`src/logic/framer_pkg.sv`:
```
// Shared constants, types and helpers of the diskette track framer.
package framer_pkg;

   // ------------------------------------------------------------
   // Bit cell timing
   // ------------------------------------------------------------
   localparam int CLK_MHZ  = 40;
   localparam int CELL_NS  = 2000;
   localparam int HALF_NS  = 1000;
   localparam int CELL_CYC = (CELL_NS * CLK_MHZ + 999) / 1000;
   localparam int HALF_CYC = (HALF_NS * CLK_MHZ + 999) / 1000;

   // ------------------------------------------------------------
   // Track layout
   // ------------------------------------------------------------
   localparam int NUM_RECORDS = 52;
   localparam int GAP_POST    = 28;
   localparam int GAP_ID      = 28;
   localparam int GAP_DATA    = 28;
   localparam int GAP_PRE     = 338;
   localparam int ID_BYTES    = 4;
   localparam int DATA_BYTES  = 128;
   localparam logic [7:0] FILL_BYTE = 8'h00;

   // ------------------------------------------------------------
   // Address marks and CRC
   // ------------------------------------------------------------
   localparam logic [2:0]  MARK_CELL  = 3'h2;
   localparam int          MARK_CBIT  = 5;
   localparam logic [7:0]  AM_INDEX   = 8'h4C;
   localparam logic [7:0]  AM_ID      = 8'h4E;
   localparam logic [7:0]  AM_DATA    = 8'h4B;
   localparam logic [7:0]  AM_DELETED = 8'h48;
   localparam logic [15:0] CRC_POLY   = 16'h1021;
   localparam logic [15:0] CRC_PRESET = 16'hFFFF;

   typedef enum logic [1:0] {
      K_INDEX = 2'h0,
      K_ID    = 2'h1,
      K_DATA  = 2'h2,
      K_DEL   = 2'h3
   } mark_kind_t;

   typedef enum logic [6:0] {
      S_IDLE   = 7'h01,
      S_MARK   = 7'h02,
      S_BODY   = 7'h04,
      S_CRC_HI = 7'h08,
      S_CRC_LO = 7'h10,
      S_GAP    = 7'h20,
      S_FLUSH  = 7'h40
   } wr_state_t;

   function automatic logic [7:0] mark_byte(input mark_kind_t k);
      unique case (k)
         K_INDEX: mark_byte = AM_INDEX;
         K_ID:    mark_byte = AM_ID;
         K_DATA:  mark_byte = AM_DATA;
         K_DEL:   mark_byte = AM_DELETED;
      endcase
   endfunction : mark_byte

   // Clock pulse only when this cell and the one before are empty.
   function automatic logic m2fm_clk(input logic d, input logic pd,
                                     input logic pc);
      m2fm_clk = !d && !pd && !pc;
   endfunction : m2fm_clk

endpackage : framer_pkg

```
`src/logic/crc16_unit.sv`:
```
// Byte-wide CRC register with preset, used on both write and read paths.
module crc16_unit
   import framer_pkg::*;
(
   input  wire logic        sys_clk_i,
   input  wire logic        rst_i,
   input  wire logic        init_i,
   input  wire logic        valid_i,
   input  wire logic [7:0]  byte_i,
   output logic      [15:0] crc_o
);

   typedef struct packed {
      logic [15:0] crc;
   } crc_state_t;

   crc_state_t q, n;

   // Divides by the generator, most significant bit first.
   function automatic logic [15:0] crc_step(input logic [15:0] c,
                                            input logic [7:0]  b);
      logic [15:0] r;
      logic        fb;
      r = c;
      for (int i = 7; i >= 0; i--) begin
         fb = r[15] ^ b[i];
         r  = {r[14:0], 1'b0} ^ (fb ? CRC_POLY : 16'h0000);
      end
      crc_step = r;
   endfunction : crc_step

   always_comb begin
      n = q;
      if (init_i) begin
         n.crc = valid_i ? crc_step(CRC_PRESET, byte_i) : CRC_PRESET;
      end else if (valid_i) begin
         n.crc = crc_step(q.crc, byte_i);
      end
   end

   always_ff @(posedge sys_clk_i or posedge rst_i) begin
      if (rst_i) begin
         q <= '{crc: CRC_PRESET};
      end else begin
         q <= n;
      end
   end

   assign crc_o = q.crc;

endmodule : crc16_unit

```
`src/logic/diskette_track_framer_crc.sv`:
```
// Track formatter, field writer and field reader with CRC.

module diskette_track_framer_crc
   import framer_pkg::*;
#(
   parameter int ID_LEN   = ID_BYTES,
   parameter int DATA_LEN = DATA_BYTES,
   parameter int REC_N    = NUM_RECORDS
) (
   input  wire logic       sys_clk_i,
   input  wire logic       rst_i,
   input  wire logic       fmt_start_i,
   input  wire logic       wr_start_i,
   input  wire logic       wr_deleted_i,
   input  wire logic [7:0] wr_byte_i,
   output logic            wr_take_o,
   output logic            wr_gate_o,
   output logic            wr_flux_o,
   output logic            wr_busy_o,
   output logic            wr_done_o,
   input  wire logic       rd_en_i,
   input  wire logic       rd_flux_i,
   output logic            rd_mark_o,
   output logic [1:0]      rd_kind_o,
   output logic [7:0]      rd_byte_o,
   output logic            rd_valid_o,
   output logic            rd_done_o,
   output logic            rd_crc_err_o
);

   // ------------------------------------------------------------
   // Parameter checks and local constants
   // ------------------------------------------------------------
   if (ID_LEN < 1 || DATA_LEN < 1 || DATA_LEN > 500 || ID_LEN > 500 ||
       REC_N < 1 || REC_N > 63) begin : g_bad_param
      $error("Field length or record count out of range.");
   end

   localparam logic [6:0] CELL_LAST = 7'(CELL_CYC - 1);
   localparam logic [6:0] HALF_Q    = 7'(HALF_CYC);
   localparam logic [6:0] CLK_MID   = 7'(HALF_CYC / 2);
   localparam logic [6:0] DAT_MID   = 7'(HALF_CYC + HALF_CYC / 2);
   localparam logic [5:0] REC_Q     = 6'(REC_N);
   localparam int         CELL_N    = CELL_CYC;

   function automatic logic [8:0] fld_len(input mark_kind_t k);
      unique case (k)
         K_INDEX:       fld_len = 9'h000;
         K_ID:          fld_len = 9'(ID_LEN);
         K_DATA, K_DEL: fld_len = 9'(DATA_LEN);
      endcase
   endfunction : fld_len

   typedef struct packed {
      wr_state_t  st;
      mark_kind_t kind;
      logic       fmt;
      logic [5:0] rec;
      logic [8:0] cnt;
      logic [7:0] sh;
      logic       mark;
      logic [2:0] bitn;
      logic [6:0] phase;
      logic       cell_c;
      logic       cell_d;
      logic       prev_c;
      logic       prev_d;
      logic       gate;
      logic       flux;
      logic       take;
      logic       busy;
      logic       done;
      logic [2:0] sync;
      logic       lvl;
      logic [6:0] rph;
      logic       got_c;
      logic       got_d;
      logic [7:0] dsh;
      logic [7:0] csh;
      logic       infield;
      logic [2:0] rbit;
      logic [8:0] rem;
      mark_kind_t rkind;
      logic       rmark;
      logic [7:0] rbyte;
      logic       rvalid;
      logic       chk;
      logic       rdone;
      logic       err;
   } state_t;

   localparam state_t Q_RST = '{st: S_IDLE, kind: K_INDEX, rkind: K_INDEX,
                                default: '0};

   state_t      q, n;
   logic        w_init, w_val, r_init, r_val;
   logic [7:0]  w_byte, nd, nc;
   logic [15:0] wcrc, rcrc;
   logic        load, byte_end, newcell, edge_seen, mfound;
   mark_kind_t  mkind;

   crc16_unit u_wcrc (
      .sys_clk_i (sys_clk_i),
      .rst_i     (rst_i),
      .init_i    (w_init),
      .valid_i   (w_val),
      .byte_i    (w_byte),
      .crc_o     (wcrc)
   );

   crc16_unit u_rcrc (
      .sys_clk_i (sys_clk_i),
      .rst_i     (rst_i),
      .init_i    (r_init),
      .valid_i   (r_val),
      .byte_i    (nd),
      .crc_o     (rcrc)
   );

   // ------------------------------------------------------------
   // Next state
   // ------------------------------------------------------------
   always_comb begin
      n         = q;
      n.take    = 1'b0;
      n.done    = 1'b0;
      n.rmark   = 1'b0;
      n.rvalid  = 1'b0;
      n.chk     = 1'b0;
      n.rdone   = 1'b0;
      w_init    = 1'b0;
      w_val     = 1'b0;
      w_byte    = FILL_BYTE;
      r_init    = 1'b0;
      r_val     = 1'b0;
      newcell   = 1'b0;
      mfound    = 1'b0;
      mkind     = K_INDEX;
      byte_end  = q.busy && q.phase == CELL_LAST && q.bitn == 3'h7;
      load      = q.st != S_IDLE && q.st != S_FLUSH && (!q.busy || byte_end);

      // Write cell timing.
      if (q.busy) begin
         n.phase = q.phase + 7'h01;
         if (q.phase == CELL_LAST) begin
            n.phase = 7'h00;
            if (q.bitn != 3'h7) begin
               n.bitn  = q.bitn + 3'h1;
               n.sh    = {q.sh[6:0], 1'b0};
               newcell = 1'b1;
            end
         end
      end

      unique case (q.st)
         S_IDLE: begin
            if (fmt_start_i || wr_start_i) begin
               n.st   = S_MARK;
               n.fmt  = fmt_start_i;
               n.rec  = 6'h00;
               n.kind = fmt_start_i ? K_INDEX
                      : (wr_deleted_i ? K_DEL : K_DATA);
            end
         end
         S_MARK: begin
            if (load) begin
               w_byte = mark_byte(q.kind);
               w_init = 1'b1;
               w_val  = 1'b1;
               n.mark = 1'b1;
               if (q.kind == K_INDEX) begin
                  n.st   = S_GAP;
                  n.cnt  = 9'(GAP_POST);
                  n.kind = K_ID;
               end else begin
                  n.st  = S_BODY;
                  n.cnt = fld_len(q.kind);
               end
            end
         end
         S_BODY: begin
            if (load) begin
               w_byte = wr_byte_i;
               w_val  = 1'b1;
               n.take = 1'b1;
               n.cnt  = q.cnt - 9'h001;
               if (q.cnt == 9'h001) n.st = S_CRC_HI;
            end
         end
         S_CRC_HI: begin
            if (load) begin
               w_byte = wcrc[15:8];
               n.st   = S_CRC_LO;
            end
         end
         S_CRC_LO: begin
            if (load) begin
               w_byte = wcrc[7:0];
               n.st   = S_GAP;
               if (!q.fmt) begin
                  n.st = S_FLUSH;
               end else if (q.kind == K_ID) begin
                  n.cnt  = 9'(GAP_ID);
                  n.kind = K_DATA;
               end else if (q.rec + 6'h01 == REC_Q) begin
                  n.rec  = q.rec + 6'h01;
                  n.cnt  = 9'(GAP_PRE);
                  n.kind = K_INDEX;
               end else begin
                  n.rec  = q.rec + 6'h01;
                  n.cnt  = 9'(GAP_DATA);
                  n.kind = K_ID;
               end
            end
         end
         S_GAP: begin
            if (load) begin
               w_byte = FILL_BYTE;
               n.cnt  = q.cnt - 9'h001;
               if (q.cnt == 9'h001) begin
                  n.st = (q.kind == K_INDEX) ? S_FLUSH : S_MARK;
               end
            end
         end
         S_FLUSH: begin
            if (byte_end) begin
               n.st     = S_IDLE;
               n.busy   = 1'b0;
               n.gate   = 1'b0;
               n.done   = 1'b1;
               n.cell_c = 1'b0;
               n.cell_d = 1'b0;
               n.phase  = 7'h00;
            end
         end
         default: n = Q_RST;
      endcase

      if (load) begin
         n.sh    = w_byte;
         n.mark  = q.st == S_MARK;
         n.bitn  = 3'h0;
         n.phase = 7'h00;
         n.busy  = 1'b1;
         n.gate  = 1'b1;
         newcell = 1'b1;
      end
      if (newcell) begin
         n.prev_c = q.cell_c;
         n.prev_d = q.cell_d;
         n.cell_d = n.sh[7];
         n.cell_c = (n.mark && n.bitn == MARK_CELL) ||
                    m2fm_clk(n.sh[7], q.cell_d, q.cell_c);
      end
      n.flux = n.gate && (n.phase < HALF_Q ? n.cell_c : n.cell_d);

      // Read side: filtered pulse edge and cell recovery.
      n.sync    = {q.sync[1:0], rd_flux_i};
      edge_seen = 1'b0;
      if (q.sync[1] == q.sync[2]) begin
         n.lvl     = q.sync[2];
         edge_seen = q.sync[2] && !q.lvl;
      end
      nd = {q.dsh[6:0], q.got_d};
      nc = {q.csh[6:0], q.got_c};
      if (!rd_en_i) begin
         n.rph     = 7'h00;
         n.infield = 1'b0;
         n.got_c   = 1'b0;
         n.got_d   = 1'b0;
      end else if (edge_seen) begin
         if (q.rph < HALF_Q) begin
            n.got_c = 1'b1;
            n.rph   = CLK_MID;
         end else begin
            n.got_d = 1'b1;
            n.rph   = DAT_MID;
         end
      end else if (q.rph == CELL_LAST) begin
         n.rph   = 7'h00;
         n.got_c = 1'b0;
         n.got_d = 1'b0;
         n.dsh   = nd;
         n.csh   = nc;
         for (int k = 0; k < 4; k++) begin
            if (nd == mark_byte(mark_kind_t'(k)) && nc[MARK_CBIT]) begin
               mfound = 1'b1;
               mkind  = mark_kind_t'(k);
            end
         end
         if (mfound) begin
            n.rmark   = 1'b1;
            n.rkind   = mkind;
            n.rbit    = 3'h0;
            n.infield = mkind != K_INDEX;
            n.rem     = fld_len(mkind) + 9'h002;
            r_init    = 1'b1;
            r_val     = 1'b1;
         end else if (q.infield) begin
            n.rbit = q.rbit + 3'h1;
            if (q.rbit == 3'h7) begin
               r_val  = 1'b1;
               n.rem  = q.rem - 9'h001;
               n.rbyte = nd;
               n.rvalid = q.rem > 9'h002;
               if (q.rem == 9'h001) begin
                  n.infield = 1'b0;
                  n.chk     = 1'b1;
               end
            end
         end
      end else begin
         n.rph = q.rph + 7'h01;
      end
      if (q.chk) begin
         n.rdone = 1'b1;
         n.err   = rcrc != 16'h0000;
      end
   end

   always_ff @(posedge sys_clk_i or posedge rst_i) begin
      if (rst_i) begin
         q <= Q_RST;
      end else begin
         q <= n;
      end
   end

   assign wr_take_o    = q.take;
   assign wr_gate_o    = q.gate;
   assign wr_flux_o    = q.flux;
   assign wr_busy_o    = q.busy;
   assign wr_done_o    = q.done;
   assign rd_mark_o    = q.rmark;
   assign rd_kind_o    = q.rkind;
   assign rd_byte_o    = q.rbyte;
   assign rd_valid_o   = q.rvalid;
   assign rd_done_o    = q.rdone;
   assign rd_crc_err_o = q.err;

   // ------------------------------------------------------------
   // Checks
   // ------------------------------------------------------------
   logic [8:0] gap_run_q;

   always_ff @(posedge sys_clk_i or posedge rst_i) begin
      if (rst_i) begin
         gap_run_q <= 9'h000;
      end else if (q.st != S_GAP) begin
         gap_run_q <= 9'h000;
      end else if (load) begin
         gap_run_q <= gap_run_q + 9'h001;
      end
   end
endmodule : diskette_track_framer_crc

```
`config.mk`:
```
export PLATFORM = sky130hd
export DESIGN_NAME = diskette_track_framer_crc
export DESIGN_NICKNAME = d
export VERILOG_FILES = /design/src/logic/framer_pkg.sv /design/src/logic/crc16_unit.sv /design/src/logic/diskette_track_framer_crc.sv
export SDC_FILE = /design/constraint.sdc
export NUM_CORES = 1
export LEC_CHECK = 0
export ABC_AREA = 0
export BUFFER_PORTS_ARGS = -buffer_cell sky130_fd_sc_hd__buf_2
export CELL_PAD_IN_SITES_DETAIL_PLACEMENT = 1
export CELL_PAD_IN_SITES_GLOBAL_PLACEMENT = 2
export CORE_UTILIZATION = 25
export DETAILED_ROUTE_END_ITERATION = 16
export PLACE_DENSITY_LB_ADDON = 0.1
export SYNTH_ARGS = -nofsm -noshare
export SYNTH_HDL_FRONTEND = slang
export SYNTH_SLANG_ARGS = --single-unit
```
`constraint.sdc`:
```
create_clock -name sys_clk_i -period 3.4 [get_ports sys_clk_i]
set_input_delay 0.17 -clock sys_clk_i [delete_from_list [all_inputs] [get_ports sys_clk_i]]
set_output_delay 0.17 -clock sys_clk_i [all_outputs]
set_load 0.005 [all_outputs]
```
==> results.md <==
- Syn Nets: 933
- Relative slew slack: 49.8%
- Synth Register Bits: 136
- Logic pwr share: 40.3%
- Post-Syn Area per Cell: 8.89 um2
- Largest net degree at the start of global routing: 113
- Area delta synth->final: 18.2%
- R2R Path Start: q[71]
- Worst Hold Path Cells: 3
- F_max: 0.325 GHz
- Initial Util: 25.3%
- Register area share after synthesis: 43.1%
- Io pins: 34
- Post-DRT Antenna Nets: 0
- H-tree Lvls: 4
- Die ar.: 0.0327 mm2
- Setup Skew: 0.0149 ns
- Iteration count of the initial detailed-routing pass: 4
- Global-route wire length before repair: 41700 um
- Sw frac: 40.9%
- Levels on crit path: 8
- HPWL Detailed: 18700 um
- Flop pwr share: 30.7%
- GR Overflow Total: 0
- Min-delay worst type: in2reg
- Min Tclk post-route: 3.07 ns
- Routed vias: 6762
- Synth Warn #: 0
- # rows: 65
- WP data arrival: 3.41 ns
- 1st-iter DRT viols: 273
- Clock slew at reported path FFs: 0.07 ns
- Gr usage total: 16.4%
- Share of cells above drive strength 1: 17.9%
- WHS: 0.0432 ns
- Setup Fix Bufs, Post-CTS: 0
- Die W: 181 um
- Avg Vias per Cell: 4.96
- Worst-margin pin slew: 0.751 ns
- Setup_tns: 0 ns
- Endpoint type of the worst setup path: flip-flop
- Asr flop ratio synth: 100%
- Post-synth EDFFs: 0
- Commonest non-fill, non-tap cell in the layout: nand2_1
- Initial antenna violation count: 0
- Final Setup Violations: 0
- Crit path max fanout: 11
- RSZ-0062 raised after global routing: false
- Worst-path cell chain: or3b_4, o31a_1, a211o_1, buf_4, nor3_1, o211ai_1, and2_4, o41ai_2
- Buf/Inv on CP: 1
- Hold Startpoint: rd_en_i
- P_leak: 0.00400 uW
- Adder-cell area share of the yosys netlist: 2.82%
- Max Buffers Root-to-Sink: 2
- Crit path from: q[71]
- Post-Syn Instances: 900
- Clock power frac: 29.0%
- Routability Congestion: 0.740
- NetSw: 2940 uW
- R2R cell count: 8
- I/O Buffers: 33
- Nets: 982
- DRC: 0
- Largest family of logic cells by synthesized area: simple AND/OR/NAND/NOR gates
- Count of cell types in the netlist: 75
- DIE HEIGHT: 181 um
- Compound-gate portion of the synthesized area: 19.3%
- Internal power: 4240 uW
- Clock Sinks: 136
- Vias in the first global route: 7204
- WS Path Type: reg2reg
- Post-synthesis mux area share: 1.19%
- CTS Root Buffer Type: clkbuf_16
- TritonCTS Buffers: 17
- Ant. Diodes: 0
- Peak supply drop: 0.388 mV
- Slowest cell on the critical path: dfrtp_1
- Crit path max-delay family: compound AO/OA/AOI/OAI gates
- Post-Synth Simple-Gate Area: 23.1%
- Critical Path RT: 3.73 ns
- Status: finished, final reports clean
- Critical Path Max Stage Delay: 0.48 ns
- Commonest non-fill, non-tap cells in the layout: 121 x nand2_1, 103 x dfrtp_1, 86 x o21ai_0
- CTS tree: done
- Post-synthesis xor/xnor area fraction: 6.37%
- Fin crit share: 90.4%
- Startpoint types: flip-flop
- Final hold violations: 0
- Max-cap viol count: 0
- Top_reg_cell synth: dfrtp_1
- Final Max Tran Viols: 0
- Post-DR wirelength/cell: 18.7 um
- Synth Cell Area: 0.00800 mm2
- Pwr dens: 760 mW/mm2
- Detailed Route WL: 25500 um
- Skew-Pair Late Insertion Delay: 0.44 ns
- Core box area: 0.0316 mm2
[final timing paths]
check                                  endpoint  slack [ns]
worst max-delay path            u_wcrc.crc_o[7]        0.33
worst min-delay path                      q[52]        0.04
worst max register to register  u_wcrc.crc_o[7]        0.33
worst min register to register            n[56]        0.36
max in group asynchronous                 q[89]        2.39
min in group asynchronous                 q[48]        0.37
[kinds of logic (layout without fill, tap and decap cells)]
kind of cell	Yosys count	in the layout
simple gates	370	370
compound gates	240	240
flops	136	136
buf+inv	72	134
xor+xnor	55	55
fa+ha+maj	18	18
mux	9	9
[power groups by stage]
stage	logic, uW	clock network (uW)	registers (uW)
after floorplan	1870	0	2110
after global placement	2970	0	2240
after detailed placement	2950	0	2230
after CTS	2960	2160	2210
after global routing	3240	2210	2250
final	2890	2080	2210
[worst min-delay path: stages]
cell,delay [ns]
buf_2,0.13
nand2_1,0.10
a21oi_1,0.05
[sequential cells by signal, summed over array words and instances, names as in the netlist, 2 cells and up]
register and count:
nd 8, n 2, nc 6, u_rcrc.crc_o 16, u_wcrc.crc_o 16, rd_kind_o 2, rd_byte_o 8, q 69
[metrics by stage]
step	setup slack (ns)	utilization (%)	cell area, um2	power (uW)	instances
6_report	0.325	30.0	9450	7180	1364
5_1_grt	0.170	30.0	9450	7700	1364
3_3_place_gp	0.420	27.8	8780	5210	1329
3_5_place_dp	0.408	27.8	8780	5180	1329
2_1_floorplan	0.593	-	8000	3980	900
4_1_cts	0.358	30.0	9450	7330	1364
[what timing repair did]
| item | in CTS | in global routing |
|---|---|---|
| hold buffers | 3 | 0 |
| hold endpoints to repair | 72 | 0 |
| gates resized for setup | 0 | 0 |
[cell usage after synthesis (4+ instances only)]
cell type / count / share of area [%]
nand2_1: 121 / 5.7
dfrtp_1: 103 / 32
o21ai_0: 86 / 5.4
nor2_1: 84 / 3.9
a21oi_1: 52 / 3.3
clkbuf_1: 36 / 1.7
dfstp_2: 33 / 11
nand3_1: 33 / 2.1
xnor2_1: 29 / 3.2
xor2_1: 24 / 2.6
nor3_1: 20 / 1.3
ha_1: 18 / 2.8
inv_1: 17 / 0.80
or3_1: 17 / 1.3
and3_1: 11 / 0.86
nand3b_1: 11 / 1.0
a211oi_1: 10 / 0.94
buf_4: 10 / 0.94
nand2b_1: 10 / 0.78
o211ai_1: 10 / 0.94
nor3b_1: 9 / 0.84
o21a_1: 8 / 0.75
a31oi_1: 7 / 0.55
a211o_1: 6 / 0.66
nand4_1: 6 / 0.47
nor2b_1: 6 / 0.47
nor4_1: 6 / 0.47
o22ai_1: 6 / 0.47
or2_2: 6 / 0.47
a221oi_1: 5 / 0.55
and2_1: 5 / 0.39
mux2i_1: 5 / 0.63
o31ai_1: 5 / 0.47
a21boi_0: 4 / 0.38
a32o_1: 4 / 0.50
buf_2: 4 / 0.25
mux2_2: 4 / 0.56
nor4b_1: 4 / 0.44
or4_1: 4 / 0.38
[final cells by class]
cell class                 instances  area, um2
clock inverter                    15        214
sequential                       136       3440
clock buffer                      17        425
tap                              402        503
multi-input combinational        692       4230
inverter                          18       71.3
timing repair buffer              84        568
fill                            3674      22100
[routing by layer]
metal	vias to the layer above	share of wire (%)	GRT usage (%)
met1	3374	46	20.6
met5	-	0	0
met4	0	0.98	4.03
met2	57	51	29.3
li1	3316	-	-
met3	15	1.9	2.54
No activity file was read; power rests on OpenSTA's default activity.
